### src/design/cmp_div_pkg.sv
// Package with encodings, field positions and carrier types for the compare/divide unit
package cmp_div_pkg;
    localparam int          DATA_W        = 32;
    localparam int          IMM_W         = 16;
    // Instruction word field positions
    localparam int          FLD_A_LSB     = 27;
    localparam int          FLD_B_LSB     = 22;
    localparam int          FLD_C_LSB     = 17;
    localparam int          FLD_X_LSB     = 11;
    localparam int          FLD_X_W       = 6;
    localparam int          FLD_N_LSB     = 6;
    localparam int          FLD_N_W       = 8;
    localparam int          FLD_IMM_LSB   = 6;
    localparam int          FLD_RA_SEL    = 16;
    localparam int          FLD_RB_SEL    = 15;
    localparam int          FLD_WC_SEL    = 14;
    localparam int          REG_IDX_W     = 5;
    // Primary opcodes
    localparam logic [5:0]  OP_RTYPE      = 6'h3A;
    localparam logic [5:0]  OP_CMPLTI     = 6'h10;
    localparam logic [5:0]  OP_CMPLTUI    = 6'h30;
    localparam logic [5:0]  OP_CMPNEI     = 6'h18;
    localparam logic [5:0]  OP_CUSTOM     = 6'h32;
    // Extended opcodes under the register-form primary opcode
    localparam logic [5:0]  XOP_CMPLT     = 6'h10;
    localparam logic [5:0]  XOP_CMPLTU    = 6'h30;
    localparam logic [5:0]  XOP_CMPNE     = 6'h18;
    localparam logic [5:0]  XOP_DIV       = 6'h25;
    localparam logic [5:0]  XOP_DIVU      = 6'h24;
    // Divider takes one cycle per quotient bit
    localparam logic [5:0]  DIV_STEPS     = 6'h20;
    localparam logic [31:0] ZERO32        = 32'h0000_0000;

    // Issue from decode: word plus both operand values
    typedef struct packed {
        logic [31:0] word;
        logic [31:0] opa;
        logic [31:0] opb;
    } issue_type;

    // Write-back toward the register file
    typedef struct packed {
        logic [4:0]  dst;
        logic [31:0] data;
        logic        wr;
        logic        unimpl;
    } result_type;

    // Dispatch toward the custom logic
    typedef struct packed {
        logic [7:0]  sel;
        logic [31:0] opa;
        logic [31:0] opb;
        logic [4:0]  ia;
        logic [4:0]  ib;
        logic [4:0]  ic;
        logic        gpa;
        logic        gpb;
        logic        gpc;
    } cust_req_type;

    typedef enum logic [1:0] {
        IDLE,
        DIVIDE,
        CUSTOM
    } state_type;
endpackage

### src/design/compare_divide_custom_exec.sv
// Compare, custom-instruction dispatch and divide execution slice
`timescale 1ns/100ps

// Notes on behaviour
// RL1 - Register signed less-than writes 1 when first below second, else 0.
// RL2 - Register unsigned less-than writes 1 when first below second unsigned.
// RL3 - Register not-equal writes 1 when the two sources differ.
// RL4 - Immediate signed less-than sign-extends immediate, result to second field.
// RL5 - Immediate unsigned less-than zero-extends immediate, result to second field.
// RL6 - Immediate not-equal sign-extends immediate, result to second field.
// RL7 - Custom opcode carries an eight-bit selector for up to 256 operations.
// RL8 - Custom gets two operands; result written only when custom logic gives one.
// RL9 - Per-field select bit picks general or custom register file.
// RL10 - Unsigned divide writes integer quotient of first over second.
// RL11 - Unsigned divide by zero leaves any value, raises no exception.
// RL12 - Without unsigned divide hardware, executing it flags unimplemented instruction.
// RL13 - Signed divide truncates toward zero; odd cases undefined; absent flags unimplemented.
// RL14 - Register fields from top down, extended opcode, unused, primary opcode low.
module compare_divide_custom_exec
    import cmp_div_pkg::*;
#(
    parameter bit HAS_DIVU = 1'b1,
    parameter bit HAS_DIV  = 1'b1
) (
    input  wire logic         clk,
    input  wire logic         rst_b,
    input  wire logic         issue_valid,
    input  wire issue_type    issue,
    output logic              busy,
    output result_type        result,
    output logic              cust_start,
    output cust_req_type      cust_req,
    input  wire logic         cust_done,
    input  wire logic         cust_has_result,
    input  wire logic [31:0]  cust_result
);

    // Field extraction from the instruction word [RL14]
    function automatic logic [31:0] sext16(input logic [15:0] v);
        sext16 = {{16{v[15]}}, v};
    endfunction

    logic [5:0]  op;
    logic [5:0]  xop;
    logic [4:0]  fa;
    logic [4:0]  fb;
    logic [4:0]  fc;
    logic [15:0] imm;
    assign op  = issue.word[5:0];
    assign xop = issue.word[FLD_X_LSB +: FLD_X_W];
    assign fa  = issue.word[FLD_A_LSB +: REG_IDX_W];
    assign fb  = issue.word[FLD_B_LSB +: REG_IDX_W];
    assign fc  = issue.word[FLD_C_LSB +: REG_IDX_W];
    assign imm = issue.word[FLD_IMM_LSB +: IMM_W];

    state_type    state_ff;
    state_type    nxt_state;
    result_type   result_ff;
    result_type   nxt_result;
    logic         cstart_ff;
    logic         nxt_cstart;
    cust_req_type creq_ff;
    cust_req_type nxt_creq;
    logic [31:0]  quo_ff;
    logic [31:0]  nxt_quo;
    logic [32:0]  rem_ff;
    logic [32:0]  nxt_rem;
    logic [31:0]  dvs_ff;
    logic [31:0]  nxt_dvs;
    logic [5:0]   cnt_ff;
    logic [5:0]   nxt_cnt;
    logic         neg_ff;
    logic         nxt_neg;
    logic [4:0]   dst_ff;
    logic [4:0]   nxt_dst;
    logic         busy_ff;
    logic         nxt_busy;

    // Next-state: decode, compare, divide iteration and custom handshake
    always_comb begin
        logic [32:0] trial;
        logic [31:0] abs_a;
        logic [31:0] abs_b;
        trial      = 33'h0_0000_0000;
        abs_a      = issue.opa;
        abs_b      = issue.opb;
        nxt_state  = state_ff;
        nxt_result = result_ff;
        nxt_result.wr     = 1'b0;
        nxt_result.unimpl = 1'b0;
        nxt_cstart = 1'b0;
        nxt_creq   = creq_ff;
        nxt_quo    = quo_ff;
        nxt_rem    = rem_ff;
        nxt_dvs    = dvs_ff;
        nxt_cnt    = cnt_ff;
        nxt_neg    = neg_ff;
        nxt_dst    = dst_ff;
        case (state_ff)
            IDLE: begin
                if (issue_valid) begin
                    if (op == OP_RTYPE) begin
                        nxt_result.dst = fc;
                        if (xop == XOP_CMPLT) begin
                            nxt_result.data = {31'h0000_0000,
                                $signed(issue.opa) < $signed(issue.opb)}; // [RL1]
                            nxt_result.wr   = 1'b1;
                        end else if (xop == XOP_CMPLTU) begin
                            nxt_result.data = {31'h0000_0000, issue.opa < issue.opb}; // [RL2]
                            nxt_result.wr   = 1'b1;
                        end else if (xop == XOP_CMPNE) begin
                            nxt_result.data = {31'h0000_0000, issue.opa != issue.opb}; // [RL3]
                            nxt_result.wr   = 1'b1;
                        end else if (xop == XOP_DIVU) begin
                            if (HAS_DIVU) begin
                                nxt_quo   = issue.opa; // [RL10]
                                nxt_dvs   = issue.opb;
                                nxt_rem   = 33'h0_0000_0000;
                                nxt_neg   = 1'b0;
                                nxt_cnt   = DIV_STEPS;
                                nxt_dst   = fc;
                                nxt_state = DIVIDE;
                            end else begin
                                nxt_result.unimpl = 1'b1; // [RL12]
                            end
                        end else if (xop == XOP_DIV) begin
                            if (HAS_DIV) begin
                                if (issue.opa[31]) abs_a = ZERO32 - issue.opa;
                                if (issue.opb[31]) abs_b = ZERO32 - issue.opb;
                                nxt_quo   = abs_a; // [RL13]
                                nxt_dvs   = abs_b;
                                nxt_rem   = 33'h0_0000_0000;
                                nxt_neg   = issue.opa[31] ^ issue.opb[31];
                                nxt_cnt   = DIV_STEPS;
                                nxt_dst   = fc;
                                nxt_state = DIVIDE;
                            end else begin
                                nxt_result.unimpl = 1'b1; // [RL13]
                            end
                        end
                    end else if (op == OP_CMPLTI) begin
                        nxt_result.dst  = fb;
                        nxt_result.data = {31'h0000_0000,
                            $signed(issue.opa) < $signed(sext16(imm))}; // [RL4]
                        nxt_result.wr   = 1'b1;
                    end else if (op == OP_CMPLTUI) begin
                        nxt_result.dst  = fb;
                        nxt_result.data = {31'h0000_0000,
                            issue.opa < {16'h0000, imm}}; // [RL5]
                        nxt_result.wr   = 1'b1;
                    end else if (op == OP_CMPNEI) begin
                        nxt_result.dst  = fb;
                        nxt_result.data = {31'h0000_0000, issue.opa != sext16(imm)}; // [RL6]
                        nxt_result.wr   = 1'b1;
                    end else if (op == OP_CUSTOM) begin
                        nxt_creq.sel = issue.word[FLD_N_LSB +: FLD_N_W]; // [RL7]
                        nxt_creq.opa = issue.opa; // [RL8]
                        nxt_creq.opb = issue.opb;
                        nxt_creq.ia  = fa;
                        nxt_creq.ib  = fb;
                        nxt_creq.ic  = fc;
                        nxt_creq.gpa = issue.word[FLD_RA_SEL]; // [RL9]
                        nxt_creq.gpb = issue.word[FLD_RB_SEL]; // [RL9]
                        nxt_creq.gpc = issue.word[FLD_WC_SEL]; // [RL9]
                        nxt_cstart   = 1'b1;
                        nxt_state    = CUSTOM;
                    end
                end
            end
            DIVIDE: begin
                // Restoring division, one quotient bit per cycle; zero divisor gives an all-ones quotient, written as 1 for a negative signed dividend
                trial   = {rem_ff[31:0], quo_ff[31]} - {1'b0, dvs_ff}; // [RL11]
                if (trial[32]) begin
                    nxt_rem = {rem_ff[31:0], quo_ff[31]};
                    nxt_quo = {quo_ff[30:0], 1'b0};
                end else begin
                    nxt_rem = trial;
                    nxt_quo = {quo_ff[30:0], 1'b1};
                end
                nxt_cnt = cnt_ff - 6'h01;
                if (cnt_ff == 6'h01) begin
                    nxt_result.dst  = dst_ff;
                    nxt_result.data = neg_ff ? ZERO32 - nxt_quo : nxt_quo; // [RL13]
                    nxt_result.wr   = 1'b1;
                    nxt_state       = IDLE;
                end
            end
            CUSTOM: begin
                if (cust_done) begin
                    nxt_result.dst  = creq_ff.ic;
                    nxt_result.data = cust_result;
                    nxt_result.wr   = cust_has_result & creq_ff.gpc; // [RL8] [RL9]
                    nxt_state       = IDLE;
                end
            end
            default: nxt_state = IDLE;
        endcase
        // Busy in every cycle the unit cannot take an issue
        nxt_busy = (nxt_state != IDLE);
    end

    // State registers
    always_ff @(posedge clk or negedge rst_b) begin
        if (!rst_b) begin
            state_ff  <= IDLE;
            result_ff <= '0;
            cstart_ff <= 1'b0;
            creq_ff   <= '0;
            quo_ff    <= 32'h0000_0000;
            rem_ff    <= 33'h0_0000_0000;
            dvs_ff    <= 32'h0000_0000;
            cnt_ff    <= 6'h00;
            neg_ff    <= 1'b0;
            dst_ff    <= 5'h00;
            busy_ff   <= 1'b0;
        end else begin
            state_ff  <= nxt_state;
            result_ff <= nxt_result;
            cstart_ff <= nxt_cstart;
            creq_ff   <= nxt_creq;
            quo_ff    <= nxt_quo;
            rem_ff    <= nxt_rem;
            dvs_ff    <= nxt_dvs;
            cnt_ff    <= nxt_cnt;
            neg_ff    <= nxt_neg;
            dst_ff    <= nxt_dst;
            busy_ff   <= nxt_busy;
        end
    end

    assign busy       = busy_ff;
    assign result     = result_ff;
    assign cust_start = cstart_ff;
    assign cust_req   = creq_ff;

endmodule

### config.mk
export PLATFORM = sky130hd
export DESIGN_NAME = compare_divide_custom_exec
export DESIGN_NICKNAME = d
export VERILOG_FILES = /design/src/design/cmp_div_pkg.sv /design/src/design/compare_divide_custom_exec.sv
export SDC_FILE = /design/constraint.sdc
export NUM_CORES = 1
export LEC_CHECK = 0
export BUFFER_PORTS_ARGS = -buffer_cell sky130_fd_sc_hd__buf_4
export CAP_MARGIN = 20
export CORE_UTILIZATION = 57
export DETAILED_ROUTE_END_ITERATION = 10
export GPL_TIMING_DRIVEN = 0
export PLACE_DENSITY = 0.91
export SKIP_LAST_GASP = 1
export SLEW_MARGIN = 25
export SYNTH_ARGS = -nofsm -noshare
export SYNTH_HDL_FRONTEND = slang
export SYNTH_SLANG_ARGS = --single-unit
### constraint.sdc
create_clock -name clk -period 5.36 [get_ports clk]
set_input_delay 0.268 -clock clk [delete_from_list [all_inputs] [get_ports clk]]
set_output_delay 0.268 -clock clk [all_outputs]
set_load 0.05 [all_outputs]
==> summary.md, run 1 <==
| Metric | Value |
|---|---|
| FF+latch count, synth | `240` |
| Ys async rst share | `1.000` |
| PortBufs | `262` |
| Largest net degree at the start of global routing | `90` |
| Switching Share | `0.3675` |
| Simple-gate portion of the synthesized area | `0.1759` |
| Slew @ Worst Pin | `0.9058 ns` |
| Final net count | `2366` |
| Max Cap Violations | `0` |
| Clock buffer count from CTS | `28` |
| Multiplexer share of the synthesized area | `0.02118` |
| DR top layer | `met4` |
| Mapped Cells | `1812` |
| Initial antenna violation count | `0` |
| Gr ovfl total | `0` |
| First-pass GRT wire length | `82.03 mm` |
| Post-synth cell types | `76` |
| Starting density of the core | `0.5838` |
| Core Area | `0.02621 mm^2` |
| Post-synthesis adder-cell area fraction | `0.08718` |
| WL met3 | `5.851 mm` |
| Drt first pass iters | `9` |
| Post-Synth XOR/XNOR Area | `0.06641` |
| Crit path DAT | `5.45 ns` |
| Wire per inst | `21.07 um` |
| GP Congestion | `0.9902` |
| Vias per cell | `6.302` |
| Commonest non-fill, non-tap cell in the layout | `nand2_1` |
| Core Util, Final | `0.7236` |
| Primary FF master, synth | `dfrtp_1` |
| Fill cells | `1881` |
| Cell Rows | `59` |
| Failing checks | `DRC` |
| Clock share of power | `0.334` |
| Post-synth EDFFs | `0` |
| DP HPWL | `39.00 mm` |
| Layout cell share with drive strength beyond 1 | `0.1643` |
| Final hold viol count | `0` |
| VDD IR max | `0.3101 mV` |
| Post-synth top area share | `0.3926` |
| Clk slew on worst S/H paths | `0.06 ns` |
| CTS Sinks | `240` |
| Psw | `2.267 mW` |
| CP Class | `register to register` |
| Routed length on met2 | `23.59 mm` |
| Endpoints failing setup | `0` |
| Reg power frac | `0.355` |
| Sequential area share after synthesis | `0.3926` |
| Die extent in y | `165.8 um` |
| Initial drt markers | `1548` |
| Fmax | `200.4 MHz` |
| CTS root buf | `clkbuf_16` |
| Final Slew Violations | `0` |
| Status | `finished, violations left` |
| Max-slew headroom | `0.3961` |
| Ant. Diodes | `0` |
| Main combinational cell family by area after synthesis | `compound AO/OA/AOI/OAI gates` |
| Setup crit start kind | `register` |
| TritonCTS clock tree | `done` |
| PwrDens | `325.4 mW/mm^2` |
| Period utilization | `0.9309` |
| DIE AREA | `0.02750 mm^2` |
| Most frequent cells in the layout | `nand2_1 (324), buf_4 (265), dfrtp_1 (240)` |
| Area Growth Syn to Fin | `23.95%` |
| Combinational share of power | `0.311` |
| Syn_area_per_cell | `8.443 um^2` |
| CTS Buffer Depth | `3` |
| Routed Antenna Nets | `0` |
| Ys Warns | `0` |
| Via count | `15650` |
| Synthesized area | `0.01530 mm^2` |
| Synth Area in Compound Gates | `0.2068` |
| Htree depth | `1` |
| Die W | `165.8 um` |
| Hold/Removal Path Class | `input port to register` |
| Internal power | `3.902 mW` |
| Synth area leaders | `dfrtp_1 (39%), ha_1 (8.6%), nand2_1 (7.9%), o21ai_0 (6.6%), a21oi_1 (4.3%)` |
| Postcts setup bufs | `0` |
| Vias in the first global route | `15510` |
| Syn nets | `2051` |
| DRT met1 WL | `19.74 mm` |
| Synth area leader | `dfrtp_1` |
| Min cycle time layout | `4.990 ns` |
| Final TNS setup | `0 ns` |
| Clock Latency Late Sink | `0.55 ns` |
| CP max FO | `10` |
| Leakage Power | `9.198 nW` |
| CP Capture Type | `register` |
| WL final | `52.33 mm` |
| Residual DRC count | `14` |
| I/O pins | `264` |
| Gr usage total | `0.3752` |
| Final Skew | `0.01001 ns` |
| RSZ-0062 raised after global routing | `false` |
| Worst Path Required | `5.82 ns` |
flip-flops by register name, summed over array words and instances (netlist names), 2 cells and up:
signal / count
cust_req: 90
dst_ff: 5
dvs_ff: 32
quo_ff: 32
rem_ff: 32
cnt_ff: 6
result: 38
state_ff: 2
synthesized netlist by cell type, drive strengths merged, types with 3 or more instances:
master / count
nand2: 325
nand4: 25
or2: 9
nand3b: 4
a221oi: 11
and3: 5
o22ai: 16
o31ai: 32
a21o: 22
nor2: 122
dfrtp: 240
o41ai: 16
mux2i: 29
or3: 11
ha: 105
inv: 101
a22oi: 10
a211o: 5
mux2: 3
buf: 16
o21a: 13
a21oi: 132
or4: 9
xnor2: 68
o211ai: 9
a21boi: 3
o21ai: 206
nand3: 24
nor2b: 12
a31oi: 18
xor2: 48
clkbuf: 77
nand2b: 16
a211oi: 9
nor3b: 4
nor4: 9
nor3: 20
logic make-up (layout without fill, tap and decap cells):
group                      Yosys count  after routing
AOI/OAI and AO/OA                  521            521
xor gates and xnor gates           116            116
adders and majority gates          106            106
buffers and inverters              194            531
DFF                                240            240
muxes                               32             32
other                                1              1
and+or+nand+nor                    602            602
worst max-delay path, stage by stage (launching register included):
cell	delay, ns
dfrtp_1	0.32
inv_1	0.08
ha_1	0.23
fa_1	0.39
nand2b_1	0.21
a21oi_1	0.19
or2_1	0.19
o21ai_0	0.17
a31oi_1	0.41
a211oi_2	0.16
xnor2_1	0.59
buf_2	0.42
inv_1	0.23
ha_1	0.28
nor2b_1	0.21
nand4bb_4	0.17
nand2_1	0.09
xnor2_1	0.26
a22oi_1	0.10
o31ai_1	0.20
power by group through the flow:
stage	Combinational (mW)	Sequential [mW]	Clock, mW
after global routing	2.02	2.21	2.13
final	1.92	2.19	2.06
after detailed placement	1.87	2.21	0
after floorplan	0.541	2.85	0
after CTS	1.89	2.18	2.06
after global placement	1.82	2.20	0
layout make-up:
type,count,area (um^2),share of cell area
buffer,93,380.4,0.02006
clock buffer,44,882.1,0.04652
clock inverter,8,122.6,0.006467
inverter,101,379.1,0.01999
multi-input combinational,1378,8533,0.4500
sequential,240,6006,0.3167
tap,335,419.2,0.02210
timing repair buffer,285,2240,0.1181
metal layers:
| metal | vias up | GRT usage |
|---|---|---|
| met2 | 1063 | 0.6074 |
| met1 | 7398 | 0.4746 |
| met4 | 0 | 0.2072 |
| met5 | - | 0 |
| li1 | 6958 | - |
| met3 | 234 | 0.07364 |
through the flow:
step / instance area, um^2 / total power, mW / setup WS (ns) / hold slack (ns) / std cells
final: 18960 / 6.169 / 0.3703 / 0.008170 / 2484
after global routing: 18960 / 6.362 / 0.2337 / 0.008045 / 2484
after CTS: 18960 / 6.137 / 0.5006 / 0.001304 / 2484
after detailed placement: 17750 / 4.085 / 0.5435 / 0.3397 / 2411
after global placement: 17680 / 4.024 / 0.6436 / 0.4593 / 2409
after floorplan: 15300 / 3.386 / 1.626 / -0.02759 / 1812
path summary, 6_finish.rpt:
path / slack [ns] / startpoint / cells after the start / endpoint
setup / recovery: 0.37 / quo_ff[31] / 19 / result[24]
hold reg to reg: 0.48 / cust_req[43] / 2 / cust_req[43]
hold / removal: 0.008 / cust_result[20] / 3 / result[22]
max in group asynchronous: 4.13 / rst_b / 3 / cust_req[45]
min in group asynchronous: 0.34 / rst_b / 2 / cust_req[22]
setup reg to reg: 0.37 / quo_ff[31] / 19 / result[24]
timing repair:
item | CTS | global route
endpoints found under the setup margin | 0 | 0
gates resized for setup | 0 | 0
hold buffers | 21 | 0
hold endpoints to repair | 107 | 0
Power figures use the tool's default switching activity.
==> run 2: changes to the inputs <==
BUFFER_PORTS_ARGS = unset   (was -buffer_cell sky130_fd_sc_hd__buf_4)
DONT_BUFFER_PORTS = 1   (was unset)
PLACE_DENSITY = 0.82   (was 0.91)
==> run 2 against run 1 <==
Against the previous run:
- the flow finishes with violations (DRC, hold timing)
- register-to-register slack got worse by 0.08 ns
- critical path depth unchanged
- clock skew increased by 0.019 ns
- via count decreased by 4.5%
- power decreased by 9.6%
- die area unchanged
- non-clock buffer count decreased by 179
- worst hold slack got worse by 0.60 ns
- maximum frequency decreased by 1.5%
- sequential power increased by 32%
- critical path type unchanged
==> summary.md, run 2 (same netlist as run 1, synthesis figures left out) <==
| Metric | Value |
|---|---|
| Initial antenna violation count | `0` |
| GP Congestion | `0.9623` |
| Most frequent cells in the layout | `nand2_1 (324), dfrtp_1 (240), o21ai_0 (202)` |
| VDD IR max | `0.2321 mV` |
| Routed Antenna Nets | `0` |
| Max Cap Violations | `0` |
| WP buf/inv | `3` |
| Ant. Diodes | `0` |
| Final hold viol count | `240` |
| Largest net degree at the start of global routing | `241` |
| Area Growth Syn to Fin | `15.51%` |
| Die extent in y | `165.8 um` |
| DP HPWL | `36.66 mm` |
| WP depth | `19` |
| Worst-path cell chain | `inv_1 -> ha_1 -> fa_1 -> nand2b_1 -> a21oi_1 -> or2_1 -> o21ai_0 -> a31oi_1 -> a211oi_2 -> xnor2_1 -> buf_2 -> inv_1 -> ha_1 -> nor2b_1 -> nand2_1 -> o31ai_1 -> xnor2_1 -> a221oi_1 -> nor2_1` |
| CTS Buffer Depth | `3` |
| DIE AREA | `0.02750 mm^2` |
| Leakage Power | `8.135 nW` |
| Commonest non-fill, non-tap cell in the layout | `nand2_1` |
| CTS Sinks | `240` |
| Slowest-stage cell, CP | `xnor2_1` |
| Postcts setup bufs | `0` |
| PnR worst setup slack | `0.2933 ns` |
| Post-CTS resize count | `0` |
| Worst Reg-to-Reg Cells | `19` |
| Fin Hold WS | `-0.5938 ns` |
| First-pass GRT wire length | `80.92 mm` |
| Clock buffer count from CTS | `27` |
| Fmax | `197.4 MHz` |
| Worst Path Required | `5.77 ns` |
| Clock Latency Late Sink | `0.56 ns` |
| Reg-to-Reg Start | `quo_ff[31]` |
| Setup crit start kind | `register` |
| TritonCTS clock tree | `done` |
| Period utilization | `0.9453` |
| Status | `finished, violations left` |
| Clk slew on worst S/H paths | `0.07 ns` |
| Slew @ Worst Pin | `0.8206 ns` |
| Final instance area | `0.01767 mm^2` |
| Gr ovfl total | `0` |
| Max-slew headroom | `0.4487` |
| PwrDens | `315.7 mW/mm^2` |
| Drt first pass iters | `9` |
| Initial drt markers | `1526` |
| Failing checks | `DRC, hold timing` |
| Gr usage total | `0.3716` |
| Setup slack at placement | `0.5725 ns` |
| WL final | `51.67 mm` |
| Cell Rows | `59` |
| Die W | `165.8 um` |
| Final Slew Violations | `0` |
| Starting density of the core | `0.5838` |
| Crit path DAT | `5.47 ns` |
| # hold bufs at CTS | `106` |
| Endpoints failing setup | `0` |
| Final net count | `2186` |
| Final TNS setup | `0 ns` |
| CP top delay family | `compound AO/OA/AOI/OAI gates` |
| I/O pins | `264` |
| CP Class | `register to register` |
| Slowest stage delay, CP | `0.58 ns` |
| Via count | `14940` |
| PortBufs | `0` |
| Htree depth | `1` |
| CTS root buf | `clkbuf_16` |
| Final Skew | `0.02881 ns` |
| Layout Cells excl Fill | `2302` |
| Wire per inst | `22.45 um` |
| Vias in the first global route | `14800` |
| Min cycle time layout | `5.067 ns` |
| Hold/Removal Path Class | `input port to async pin` |
| Core Area | `0.02621 mm^2` |
| CP Capture Type | `register` |
| Vias per cell | `6.490` |
| CP max FO | `10` |
| RSZ-0062 raised after global routing | `false` |
| Residual DRC count | `5` |
| Cells after DPL | `2147` |
| Area after DPL | `0.01572 mm^2` |
| Crit path from | `quo_ff[31]` |
| Number of flip-flops in the largest register | `90` |
| Layout cell share with drive strength beyond 1 | `0.04423` |
| Final Power | `5.578 mW` |
run 2: cell count changes in the layout (fill, tap and decap cells not counted), moves of 2 or more:
cell	change
buf_4	-261
dlygate4sd3_1	+85
clkbuf_8	-6
clkinvlp_4	+5
buf_16	-2
clkbuf_16	-2
clkinv_4	+2
run 2: worst paths after layout:
kind	to	slack, ns
worst max-delay path	result[22]	0.29
worst min-delay path	cust_req[73]	-0.59
worst max register to register	result[22]	0.29
worst min register to register	dvs_ff[20]	0.49
max in group asynchronous	result[31]	5.65
min in group clk	cust_req[23]	0.01
run 2: cell type report:
type	count	area (um^2)
fillers	2022	8534
inverters	101	379.1
clock buffers	35	745.7
plain buffers	93	380.4
multi-input cells	1378	8533
clock inverters	14	147.6
well taps	335	419.2
flip-flops and latches	240	6006
repair buffers	106	1061
run 2: power breakdown:
group,internal (mW),switching [mW],total [mW]
Combinational,0.350,0.459,0.808
Sequential,2.01,0.879,2.89
Clock,1.08,0.797,1.88
run 2: per-layer routing:
| metal | up-vias | track usage | part of all wire |
|---|---|---|---|
| li1 | 6595 | - | - |
| met3 | 223 | 0.08365 | 0.10 |
| met4 | 0 | 0.1963 | 0.056 |
| met5 | - | 0 | 0 |
| met1 | 7161 | 0.4580 | 0.38 |
| met2 | 962 | 0.6116 | 0.47 |
run 2: through the flow:
| stage | hold slack (ns) | utilization |
|---|---|---|
| 5_1_grt | -0.6066 | 0.6743 |
| 3_3_place_gp | -0.02249 | 0.5998 |
| 4_1_cts | -0.6030 | 0.6743 |
| 3_5_place_dp | -0.02279 | 0.5998 |
| 2_1_floorplan | -0.02759 | - |
| 6_report | -0.5938 | 0.6743 |
